==> src/pkg/vdh_defs.vh <==
// constants for the decoder port handshake block
`ifndef VDH_DEFS_VH
`define VDH_DEFS_VH

// ==========================================
// apb register byte offsets
`define VDH_OFF_CTRL 12'h000
`define VDH_OFF_RATES 12'h004
`define VDH_OFF_PATTERNS 12'h008
`define VDH_OFF_STATUS 12'h00c
`define VDH_OFF_BER 12'h010
`define VDH_OFF_PARAMS 12'h014

// ==========================================
// control register fields
`define VDH_CTRL_PUNCT_LSB 0
`define VDH_CTRL_BLOCK_BIT 2
`define VDH_CTRL_TWO_TB_BIT 3
`define VDH_CTRL_BER_EXP_LSB 4
`define VDH_CTRL_RESET 32'h0000_0000

// puncturing modes
`define VDH_PUNCT_NONE 2'h0
`define VDH_PUNCT_FIXED 2'h1
`define VDH_PUNCT_DYNAMIC 2'h2

// ==========================================
// timing counts
`define VDH_RFIB_RETURN_NS 15
`define VDH_CLK_PERIOD_NS 5
`define VDH_RFIB_RETURN_CYC ((`VDH_RFIB_RETURN_NS + `VDH_CLK_PERIOD_NS - 1) / `VDH_CLK_PERIOD_NS)

`endif

==> src/hw/vdh_port_handshake.v <==
// output side and flow-control handshakes of a block convolutional decoder
//
// The implementer's own choices: the register addresses and the APB slave port.
`timescale 1ns/1ps
`include "vdh_defs.vh"

module vdh_port_handshake #(
  parameter PAT_W = 12,
  parameter TB_LEN = 42,
  parameter HYB_IDX = 0
) (
  // clock and reset
  input wire clk_in,
  input wire reset_in,
  // apb slave
  input wire psel_in,
  input wire penable_in,
  input wire pwrite_in,
  input wire [11:0] paddr_in,
  input wire [31:0] pwdata_in,
  output reg [31:0] prdata_out,
  output wire pready_out,
  output wire pslverr_out,
  // dynamic settings from the source
  input wire [3:0] inrate_in,
  input wire [4:0] outrate_in,
  input wire [PAT_W-1:0] puncture_pattern_a_in,
  input wire [PAT_W-1:0] puncture_pattern_b_in,
  input wire settings_strobe_in,
  // input block framing
  input wire block_start_in,
  input wire block_end_in,
  // decoded bits from the datapath
  input wire dec_bit_in,
  input wire dec_valid_in,
  input wire dec_last_in,
  input wire dec_err_in,
  output wire dec_ready_out,
  // decoded output stream
  output reg dout_out,
  output reg outvalid_out,
  input wire sink_ready_in,
  output reg out_block_out,
  // error rate report
  output reg [15:0] ber_out,
  output reg ber_valid_out,
  // flow control
  output reg rfib_out,
  // settings in force for the current block
  output reg [3:0] active_inrate_out,
  output reg [4:0] active_outrate_out,
  output reg [PAT_W-1:0] active_pattern_a_out,
  output reg [PAT_W-1:0] active_pattern_b_out
);

  localparam [31:0] RFIB_PERIOD = TB_LEN << HYB_IDX;
  localparam [31:0] RET_CYC_FULL = `VDH_RFIB_RETURN_CYC;
  localparam [3:0] RET_CYC = RET_CYC_FULL[3:0];

  // ==========================================
  // apb slave
  reg [31:0] ctrl;
  wire [1:0] punct_mode = ctrl[`VDH_CTRL_PUNCT_LSB+1:`VDH_CTRL_PUNCT_LSB];
  wire block_mode = ctrl[`VDH_CTRL_BLOCK_BIT];
  wire two_tb = ctrl[`VDH_CTRL_TWO_TB_BIT];
  wire [4:0] ber_exp = ctrl[`VDH_CTRL_BER_EXP_LSB+4:`VDH_CTRL_BER_EXP_LSB];
  wire dyn = (punct_mode == `VDH_PUNCT_DYNAMIC);
  wire fixed = (punct_mode == `VDH_PUNCT_FIXED);
  wire apb_acc = psel_in && penable_in;
  reg addr_ok;

  assign pready_out = 1'b1;
  assign pslverr_out = apb_acc && !addr_ok;

  always @(posedge clk_in) begin
    if (reset_in) begin
      ctrl <= `VDH_CTRL_RESET;
    end else if (apb_acc && pwrite_in && paddr_in == `VDH_OFF_CTRL) begin
      ctrl <= pwdata_in;
    end
  end

  // ==========================================
  // pending and active settings
  reg [3:0] pend_inrate;
  reg [4:0] pend_outrate;
  reg [PAT_W-1:0] pend_a;
  reg [PAT_W-1:0] pend_b;
  reg pend_loaded;

  always @(posedge clk_in) begin
    if (reset_in) begin
      pend_inrate <= 4'h0;
      pend_outrate <= 5'h00;
      pend_a <= {PAT_W{1'b0}};
      pend_b <= {PAT_W{1'b0}};
      pend_loaded <= 1'b0;
      active_inrate_out <= 4'h0;
      active_outrate_out <= 5'h00;
      active_pattern_a_out <= {PAT_W{1'b0}};
      active_pattern_b_out <= {PAT_W{1'b0}};
    end else begin
      if (dyn && settings_strobe_in) begin
        pend_inrate <= inrate_in;
        pend_outrate <= outrate_in;
        pend_a <= puncture_pattern_a_in;
        pend_b <= puncture_pattern_b_in;
        pend_loaded <= 1'b1;
      end
      // only a block start moves settings into force
      if (dyn && block_start_in) begin
        active_inrate_out <= pend_inrate;
        active_outrate_out <= pend_outrate;
        active_pattern_a_out <= pend_a;
        active_pattern_b_out <= pend_b;
      end
    end
  end

  // ==========================================
  // two-entry output buffer
  reg [1:0] buf_bit;
  reg [1:0] buf_last;
  reg [1:0] buf_cnt;
  wire buf_push = dec_valid_in && dec_ready_out;
  wire buf_pop = (buf_cnt != 2'h0) && sink_ready_in;
  wire [1:0] next_buf_cnt = buf_cnt + {1'b0, buf_push} - {1'b0, buf_pop};
  assign dec_ready_out = (buf_cnt != 2'h2);

  always @(posedge clk_in) begin
    if (reset_in) begin
      buf_bit <= 2'h0;
      buf_last <= 2'h0;
      buf_cnt <= 2'h0;
    end else begin
      buf_cnt <= next_buf_cnt;
      if (buf_pop) begin
        buf_bit[0] <= buf_bit[1];
        buf_last[0] <= buf_last[1];
      end
      if (buf_push) begin
        if (buf_cnt == 2'h0 || (buf_cnt == 2'h1 && buf_pop)) begin
          buf_bit[0] <= dec_bit_in;
          buf_last[0] <= dec_last_in;
        end else begin
          buf_bit[1] <= dec_bit_in;
          buf_last[1] <= dec_last_in;
        end
      end
    end
  end

  // ==========================================
  // decoded output and block framing
  reg in_out_block;
  wire blk_flag_ok = (punct_mode != `VDH_PUNCT_NONE) || block_mode;

  always @(posedge clk_in) begin
    if (reset_in) begin
      dout_out <= 1'b0;
      outvalid_out <= 1'b0;
      out_block_out <= 1'b0;
      in_out_block <= 1'b0;
    end else begin
      outvalid_out <= buf_pop;
      if (buf_pop) begin
        dout_out <= buf_bit[0];
      end
      // flag holds through gaps until the block's last bit leaves
      if (buf_pop) begin
        in_out_block <= !buf_last[0];
        out_block_out <= blk_flag_ok;
      end else if (!in_out_block) begin
        out_block_out <= 1'b0;
      end
    end
  end

  // ==========================================
  // error rate monitor, continuous decoding only
  reg [31:0] ber_period_cnt;
  reg [15:0] ber_acc;
  wire [31:0] ber_period = 32'h0000_0001 << ber_exp;
  wire ber_end = (ber_period_cnt >= ber_period - 32'h0000_0001);

  always @(posedge clk_in) begin
    if (reset_in) begin
      ber_period_cnt <= 32'h0000_0000;
      ber_acc <= 16'h0000;
      ber_out <= 16'h0000;
      ber_valid_out <= 1'b0;
    end else if (block_mode) begin
      ber_period_cnt <= 32'h0000_0000;
      ber_acc <= 16'h0000;
      ber_valid_out <= 1'b0;
    end else begin
      ber_valid_out <= ber_end;
      if (ber_end) begin
        ber_period_cnt <= 32'h0000_0000;
        // saturate so a noisy period never wraps to a clean-looking count
        if (dec_err_in && ber_acc != 16'hffff) begin
          ber_out <= ber_acc + 16'h0001;
        end else begin
          ber_out <= ber_acc;
        end
        ber_acc <= 16'h0000;
      end else begin
        ber_period_cnt <= ber_period_cnt + 32'h0000_0001;
        if (dec_err_in && ber_acc != 16'hffff) begin
          ber_acc <= ber_acc + 16'h0001;
        end
      end
    end
  end

  // ==========================================
  // ready for input block
  localparam RS_IDLE = 2'h0;
  localparam RS_RECV = 2'h1;
  localparam RS_DRAIN = 2'h2;
  reg [1:0] rstate;
  reg [3:0] ret_cnt;
  reg [31:0] period_cnt;
  wire rfib_fixed_ok = fixed && block_mode && two_tb;

  always @(posedge clk_in) begin
    if (reset_in) begin
      rstate <= RS_IDLE;
      ret_cnt <= 4'h0;
      period_cnt <= 32'h0000_0000;
      rfib_out <= 1'b0;
    end else if (dyn) begin
      case (rstate)
        RS_IDLE: begin
          // held low until the first settings arrive
          rfib_out <= pend_loaded;
          if (block_start_in) begin
            rstate <= block_end_in ? RS_DRAIN : RS_RECV;
            rfib_out <= 1'b0;
            ret_cnt <= 4'h0;
          end
        end
        RS_RECV: begin
          rfib_out <= 1'b0;
          if (block_end_in) begin
            rstate <= RS_DRAIN;
            ret_cnt <= 4'h0;
          end
        end
        RS_DRAIN: begin
          ret_cnt <= ret_cnt + 4'h1;
          if (ret_cnt + 4'h1 >= RET_CYC) begin
            rstate <= RS_IDLE;
            rfib_out <= 1'b1;
          end
        end
        default: begin
          rstate <= RS_IDLE;
        end
      endcase
    end else if (rfib_fixed_ok) begin
      rstate <= RS_IDLE;
      if (block_start_in || period_cnt >= RFIB_PERIOD - 32'h0000_0001) begin
        period_cnt <= 32'h0000_0000;
      end else begin
        period_cnt <= period_cnt + 32'h0000_0001;
      end
      rfib_out <= !block_start_in && (period_cnt == RFIB_PERIOD - 32'h0000_0002);
    end else begin
      rstate <= RS_IDLE;
      period_cnt <= 32'h0000_0000;
      rfib_out <= 1'b0;
    end
  end

  // ==========================================
  // apb read mux
  always @* begin
    addr_ok = 1'b1;
    prdata_out = 32'h0000_0000;
    case (paddr_in)
      `VDH_OFF_CTRL: prdata_out = ctrl;
      `VDH_OFF_RATES: prdata_out = {16'h0000, 3'h0, pend_outrate, 4'h0, pend_inrate};
      `VDH_OFF_PATTERNS: prdata_out = {{(16-PAT_W){1'b0}}, pend_b, {(16-PAT_W){1'b0}}, pend_a};
      `VDH_OFF_STATUS: prdata_out = {24'h0000_00, 2'h0, rstate, buf_cnt, pend_loaded, rfib_out};
      `VDH_OFF_BER: prdata_out = {16'h0000, ber_out};
      `VDH_OFF_PARAMS: prdata_out = RFIB_PERIOD;
      default: addr_ok = 1'b0;
    endcase
  end

endmodule // vdh_port_handshake

==> config.mk <==
export PLATFORM = sky130hd
export DESIGN_NAME = vdh_port_handshake
export DESIGN_NICKNAME = d
export VERILOG_FILES = /design/src/hw/vdh_port_handshake.v
export VERILOG_INCLUDE_DIRS = /design/src /design/src/pkg
export SDC_FILE = /design/constraint.sdc
export NUM_CORES = 1
export LEC_CHECK = 0
export ABC_AREA = 1
export ABC_CLOCK_PERIOD_IN_PS = 3220
export BUFFER_PORTS_ARGS = -buffer_cell sky130_fd_sc_hd__clkbuf_2
export CAP_MARGIN = 0
export CORE_MARGIN = 8
export CORE_UTILIZATION = 52
export DETAILED_ROUTE_END_ITERATION = 7
export HOLD_SLACK_MARGIN = 0.03
export PLACE_DENSITY = 0.88
export SETUP_SLACK_MARGIN = 0.2
export SLEW_MARGIN = 20
export SYNTH_ARGS = -nofsm -noshare
export SYNTH_HDL_FRONTEND = slang
export SYNTH_SLANG_ARGS = --single-unit
==> constraint.sdc <==
create_clock -name clk_in -period 3.22 [get_ports clk_in]
set_input_delay 0.644 -clock clk_in [delete_from_list [all_inputs] [get_ports clk_in]]
set_output_delay 0.644 -clock clk_in [all_outputs]
set_load 0.01 [all_outputs]
=== Word level (Yosys, flattened, before mapping) ===
Index checks and enable logic that the tools add are counted.
Widths: inputs -> output; s select.

* Reduce and logical (&&, ||, !) cells: 34
* Bitwise operators: 3
* Order comparisons: 3
* Muxes and demuxes: 26
* $add $sub $neg: 7
* Equality and inequality tests: 19
* Shifts and indexed selects: 1

{| class="wikitable"
|+ Operators by type and width
! operator !! number
|-
| $pmux 32 s6 || 1
|-
| $add 32x1->32 const B || 2
|-
| $mux 32 || 2
|-
| $eq 32x6->1 const B || 1
|-
| $ge 32x32->1 || 1
|-
| $ge 32x6->1 const B || 1
|-
| $shl 1x5->32 const A || 1
|-
| $sub 32x1->32 const B || 1
|-
| $eq 12x4->1 const B || 2
|-
| $eq 12x5->1 const B || 2
|-
| $add 16x1->16 const B || 1
|-
| $mux 16 || 1
|-
| $ne 16x16->1 const B || 1
|-
| $logic_and 1x1->1 || 13
|-
| $mux 1 || 13
|-
| $eq 12x3->1 const B || 1
|-
| $logic_not 12->1 || 1
|-
| $pmux 4 s3 || 1
|-
| $ne 2x2->1 const B || 5
|-
| $mux 2 || 4
|-
| $mux 4 || 2
|-
| $eq 2x1->1 const B || 3
|-
| $pmux 2 s3 || 1
|-
| $reduce_and 2->1 || 3
|-
| 19 further kinds || 29
|}

* Register bits after elaboration: 213
* Output and inout bits: 89
* Input port bits: 90

=== Logic depth before layout (Yosys ltp) ===
* Depth after elaboration: 6
* Gate-level depth with buffers: 27
* Depth with buffers taken out: 24

=== Worst setup path after synthesis ===
OpenSTA, ideal clock, no wires.

* Path type: reg2reg
* Start point: register ctrl[6]
* End point: register ber_acc[13]
* Clock period less this slack: 3034 ps
* Data arrival time: 2970 ps
* Data required time: 3156 ps
* Slack: 186 ps
* Cell stages (with the launch flop): 26
* Cells stage by stage: dfxtp_1 buf_4 inv_2 buf_6 nand3_2 inv_1 nand2_1 ha_1 inv_1 nor2_2 nand2_4 nor2_4 nand2_2 xnor2_1 ha_1 nand2_1 inv_1 nand2_1 nand2_1 nand2_1 nand3_1 a21oi_1 nand4_1 buf_2 buf_2 nor2_1

* Word-level cells in the longest chain between the ends: 4

{| class="wikitable"
|+ Ends and longest elaborated chain
! what !! line !! text
|-
| start: declaration || vdh_port_handshake.v:62 || <nowiki>reg [31:0] ctrl;</nowiki>
|-
| start signal: assignment || vdh_port_handshake.v:77 || <nowiki>ctrl <= `VDH_CTRL_RESET;</nowiki>
|-
| start signal: assignment || vdh_port_handshake.v:79 || <nowiki>ctrl <= pwdata_in;</nowiki>
|-
| $shl 1x5->32 || vdh_port_handshake.v:183 || <nowiki>wire [31:0] ber_period = 32'h0000_0001 << ber_exp;</nowiki>
|-
| $sub 32x1->32 || vdh_port_handshake.v:184 || <nowiki>wire ber_end = (ber_period_cnt >= ber_period - 32'h0000_0001);</nowiki>
|-
| $ge 32x32->1 || vdh_port_handshake.v:184 ||
|-
| $reduce_or 3->1 (no source line) || - ||
|-
| end signal: assignment || vdh_port_handshake.v:210 || <nowiki>ber_acc <= ber_acc + 16'h0001;</nowiki>
|-
| end: declaration || vdh_port_handshake.v:182 || <nowiki>reg [15:0] ber_acc;</nowiki>
|}

No other way between the ends.
A chain may end at the register's enable or synchronous reset.

=== Final worst setup path ===
* Start point: register ctrl[6]
* End point: register ber_acc[7]

Same word-level chain as after synthesis.

==> metrics.cfg <==
[floorplanning]
start_util_pct=52.81
ios=179
fp.dieArea_um2=26280
die_height_um=162.1
rows=53
core_um2=21020
die_x_um=162.1

[setup_path]
r2r_cells=18
endpoint=ber_acc[7]
crit_start=ctrl[6]
cp.buffers_inverters=5
critical_path_class=reg -> reg
worstReg2RegEnd=ber_acc[7]
cp_max_fo=12
r2r_slack_ps=60
path_cells=inv_4 > buf_12 > nor3_4 > buf_4 > a31oi_1 > nand3_1 > nor2_4 > nand4_1 > ha_1 > a21oi_2 > o21ai_1 > nand2_1 > nand2_2 > a21oi_2 > nand4_1 > buf_6 > buf_6 > nor2_1
path_delay_family=simple AND/OR/NAND/NOR gates
r2r-start=ctrl[6]
slowest_delay_ps=340
crit_cells=18
end_kind=flop
crit_required_ps=3690
critPathArrivalTime_ps=3630
start_kind=flop
slowest_stage=dfxtp_2

[power]
power_density_nw_per_um2=422.0
power_leakage_uw=0.005737
irDropWorstVdd_mv=0.4660

[routing]
wl_um=37820
route.antenna.remaining_nets=0
routedWlPerCell_um=18.26
drtIter0Drc=1512
vias=11870
drt-pass1-iter-count=7
viasPerCell=5.733
drc=0

[logic_synthesis]
yosysUniqueCellTypes=46
syn_avg_cell_area_um2=6.995
synth_seq_area_share_pct=38.41
ys.warnings.count=0
async_reset_ff_share_pct=0
ys_seq_elements=213
syn_inst=1587
synth_ff_type=dfxtp_1
synth_edf_count=0
synth_area_um2=11100

[sta]
fin_crit_ps=3161
fin_skew_ps=15.72
setup_viol=0
final_hold_viol_count=0
fmax_ghz=0.3164
rsz0062_at_grt=true
tightest_slew_ps=853.9
slew_violations=0
worst_slack_ps=59.23
fin_crit_sh_pct=98.16
slew_headroom_pct=43.07

[placed_design]
post-dp-hpwl_um=26060
dp_slack_ps=0.5176
post_dp_cell_area_um2=12210
dp.cells=1991
gp_congestion=0.9374
io_buffers=177

[clock_tree]
cts_root_buf=clkbuf_16
clk-insertion-delay-late_ps=540
clockBufferDepth=3
numClockSinks=213
clkSlewWorstSetupHoldPaths_ps=60
htreeDepth=1
cts_buffers=23
cts_tree=done
holdBufCountCts=0

[global_route]
antenna_found_initial=1
grt_pass1_vias=10850
grt_first_pass_wirelength_um=56300
grt_start_max_net_pins=77
grt_usage_pct=26.14
grt_overflow=0

[run_status]
status=completed

[layout]
drive_above_1_share_pct=23.05
nets=1917
n_antenna_cell=0
post-route-util_pct=65.93
area_growth_syn_to_layout_pct=24.85
final_area_um2=13860
finalNonFillerCells=2071

[job]
drv_cap=0

[hold_path]
hold_class=in -> reg

[registers in the layout, indices dropped and copies added (netlist names), 5 cells and up]
| signal | flops |
|---|---|
| active_outrate_out | 5 |
| pend_outrate | 5 |
| pend_a | 12 |
| pend_b | 12 |
| ber_acc | 16 |
| ctrl | 32 |
| active_pattern_a_out | 12 |
| active_pattern_b_out | 12 |
| ber_period_cnt | 32 |
| period_cnt | 32 |
| ber_out | 16 |
[how the worst min path moves through the flow]
stage                     slack (ps)  cells past startpoint              to      startpoint
final                            340                      3        ctrl[21]   pwdata_in[21]
after global routing             350                      3        ctrl[23]   pwdata_in[23]
after CTS                        340                      3        ctrl[23]   pwdata_in[23]
after detailed placement         430                      2  period_cnt[11]  period_cnt[11]
after global placement           430                      2  period_cnt[10]  period_cnt[10]
after floorplan                  420                      2  period_cnt[12]  period_cnt[12]
[where the power goes]
| part | internal (uW) | switching (uW) |
|---|---|---|
| sequential | 2680 | 41.0 |
| clock | 1550 | 1130 |
| combinational | 167 | 270 |
| total | 4400 | 1450 |
[worst reg2reg max path, delay by kind of cell (launching register included)]
family                   cells  cell delay [ps]
AND/OR/NAND/NOR              8              970
buffers and inverters        5              780
AO/OA/AOI/OAI                4              640
flip-flops                   1              340
adder cells (fa/ha/maj)      1              340
[logic make-up (layout without fill, tap and decap cells)]
logic type / Yosys count / after routing / synth area share [%]
simple gates: 765 / 765 / 30.73
buf+inv: 249 / 457 / 9.017
fa+ha+maj: 46 / 46 / 5.185
compound gates: 270 / 270 / 13.23
other cells: 1 / 2 / 0.03378
flops: 213 / 213 / 38.41
xor+xnor: 43 / 43 / 3.393
[synth_stat cells (2+ instances only)]
| library cell | n | area (um^2) |
|---|---|---|
| nand2_2 | 4 | 25.02 |
| buf_4 | 5 | 37.54 |
| o22ai_1 | 13 | 81.33 |
| nor2_1 | 235 | 882.1 |
| xnor2_1 | 11 | 96.34 |
| o21ai_0 | 92 | 460.4 |
| nand2_1 | 291 | 1092 |
| a211oi_1 | 13 | 97.59 |
| nand4_2 | 3 | 37.54 |
| ha_1 | 46 | 575.6 |
| inv_2 | 10 | 37.54 |
| nor3_1 | 24 | 120.1 |
| a21oi_1 | 126 | 630.6 |
| dfxtp_1 | 213 | 4264 |
| or2_2 | 11 | 68.82 |
| o21a_1 | 3 | 22.52 |
| o2111ai_1 | 2 | 17.52 |
| a21o_1 | 2 | 15.01 |
| a31oi_1 | 3 | 18.77 |
| buf_2 | 14 | 70.07 |
| buf_1 | 6 | 22.52 |
| nand4_1 | 47 | 294.0 |
| nor2_2 | 10 | 62.56 |
| nand3_1 | 108 | 540.5 |
| clkbuf_1 | 44 | 165.2 |
| nand3b_1 | 2 | 15.01 |
| a311oi_1 | 2 | 17.52 |
| o21ai_1 | 5 | 25.02 |
| buf_6 | 4 | 45.04 |
| nor4_1 | 9 | 56.30 |
| nor3_2 | 6 | 60.06 |
| xor2_1 | 32 | 280.3 |
| nand3_2 | 6 | 60.06 |
| nor2_4 | 5 | 56.30 |
| inv_1 | 166 | 623.1 |
| o221ai_1 | 4 | 35.03 |
[timing repair]
| item | in CTS | in global routing |
|---|---|---|
| endpoints found under the setup margin | 66 | 73 |
| buffers inserted | 10 | 20 |
| gates resized for setup | 30 | 95 |
| cloned | 1 | 9 |
| pin swaps | 13 | 40 |
[routing by layer]
| layer | global-route usage, % | vias up | share of wire [%] |
|---|---|---|---|
| met5 | 0 | - | 0.034 |
| met4 | 10.56 | 2 | 4.2 |
| met3 | 5.087 | 139 | 9.9 |
| met2 | 41.92 | 672 | 46 |
| met1 | 33.95 | 5454 | 40 |
| li1 | - | 5606 | - |
[through the flow]
step | TNS [ps] | hold slack [ps] | total power (uW)
after floorplan | 0 | 415.3 | 2990
after global placement | 0 | 425.8 | 3139
after detailed placement | 0 | 429.9 | 3151
after CTS | 0 | 335.9 | 5788
after global routing | -4446 | 345.3 | 6007
final | 0 | 341.6 | 5848
[placed cells by master (no fill, tap or decap), drive strengths merged, types with 2 or more instances in the layout]
cell type	instances
xnor2	11
dfxtp	213
clkbuf	214
a21o	2
nor4	9
nor3	31
nand3b	2
ha	46
a211oi	13
a31oi	3
nand2	296
o22ai	13
conb	2
nand4	50
o21a	3
clkinv	5
o21ai	98
inv	177
o221ai	4
a21oi	126
nor2	250
bufinv	2
o2111ai	2
or2	12
xor2	32
nand3	114
a311oi	2
buf	58
[cell type report]
cell class	count	area (um^2)
clock buffer	31	635.6
clock inverter	9	112.6
fill	1743	7162
inverter	176	685.7
multi-input combinational	1126	6221
sequential	213	4280
tap	275	344.1
timing repair buffer	241	1580
(Power assumes the default switching activity.)
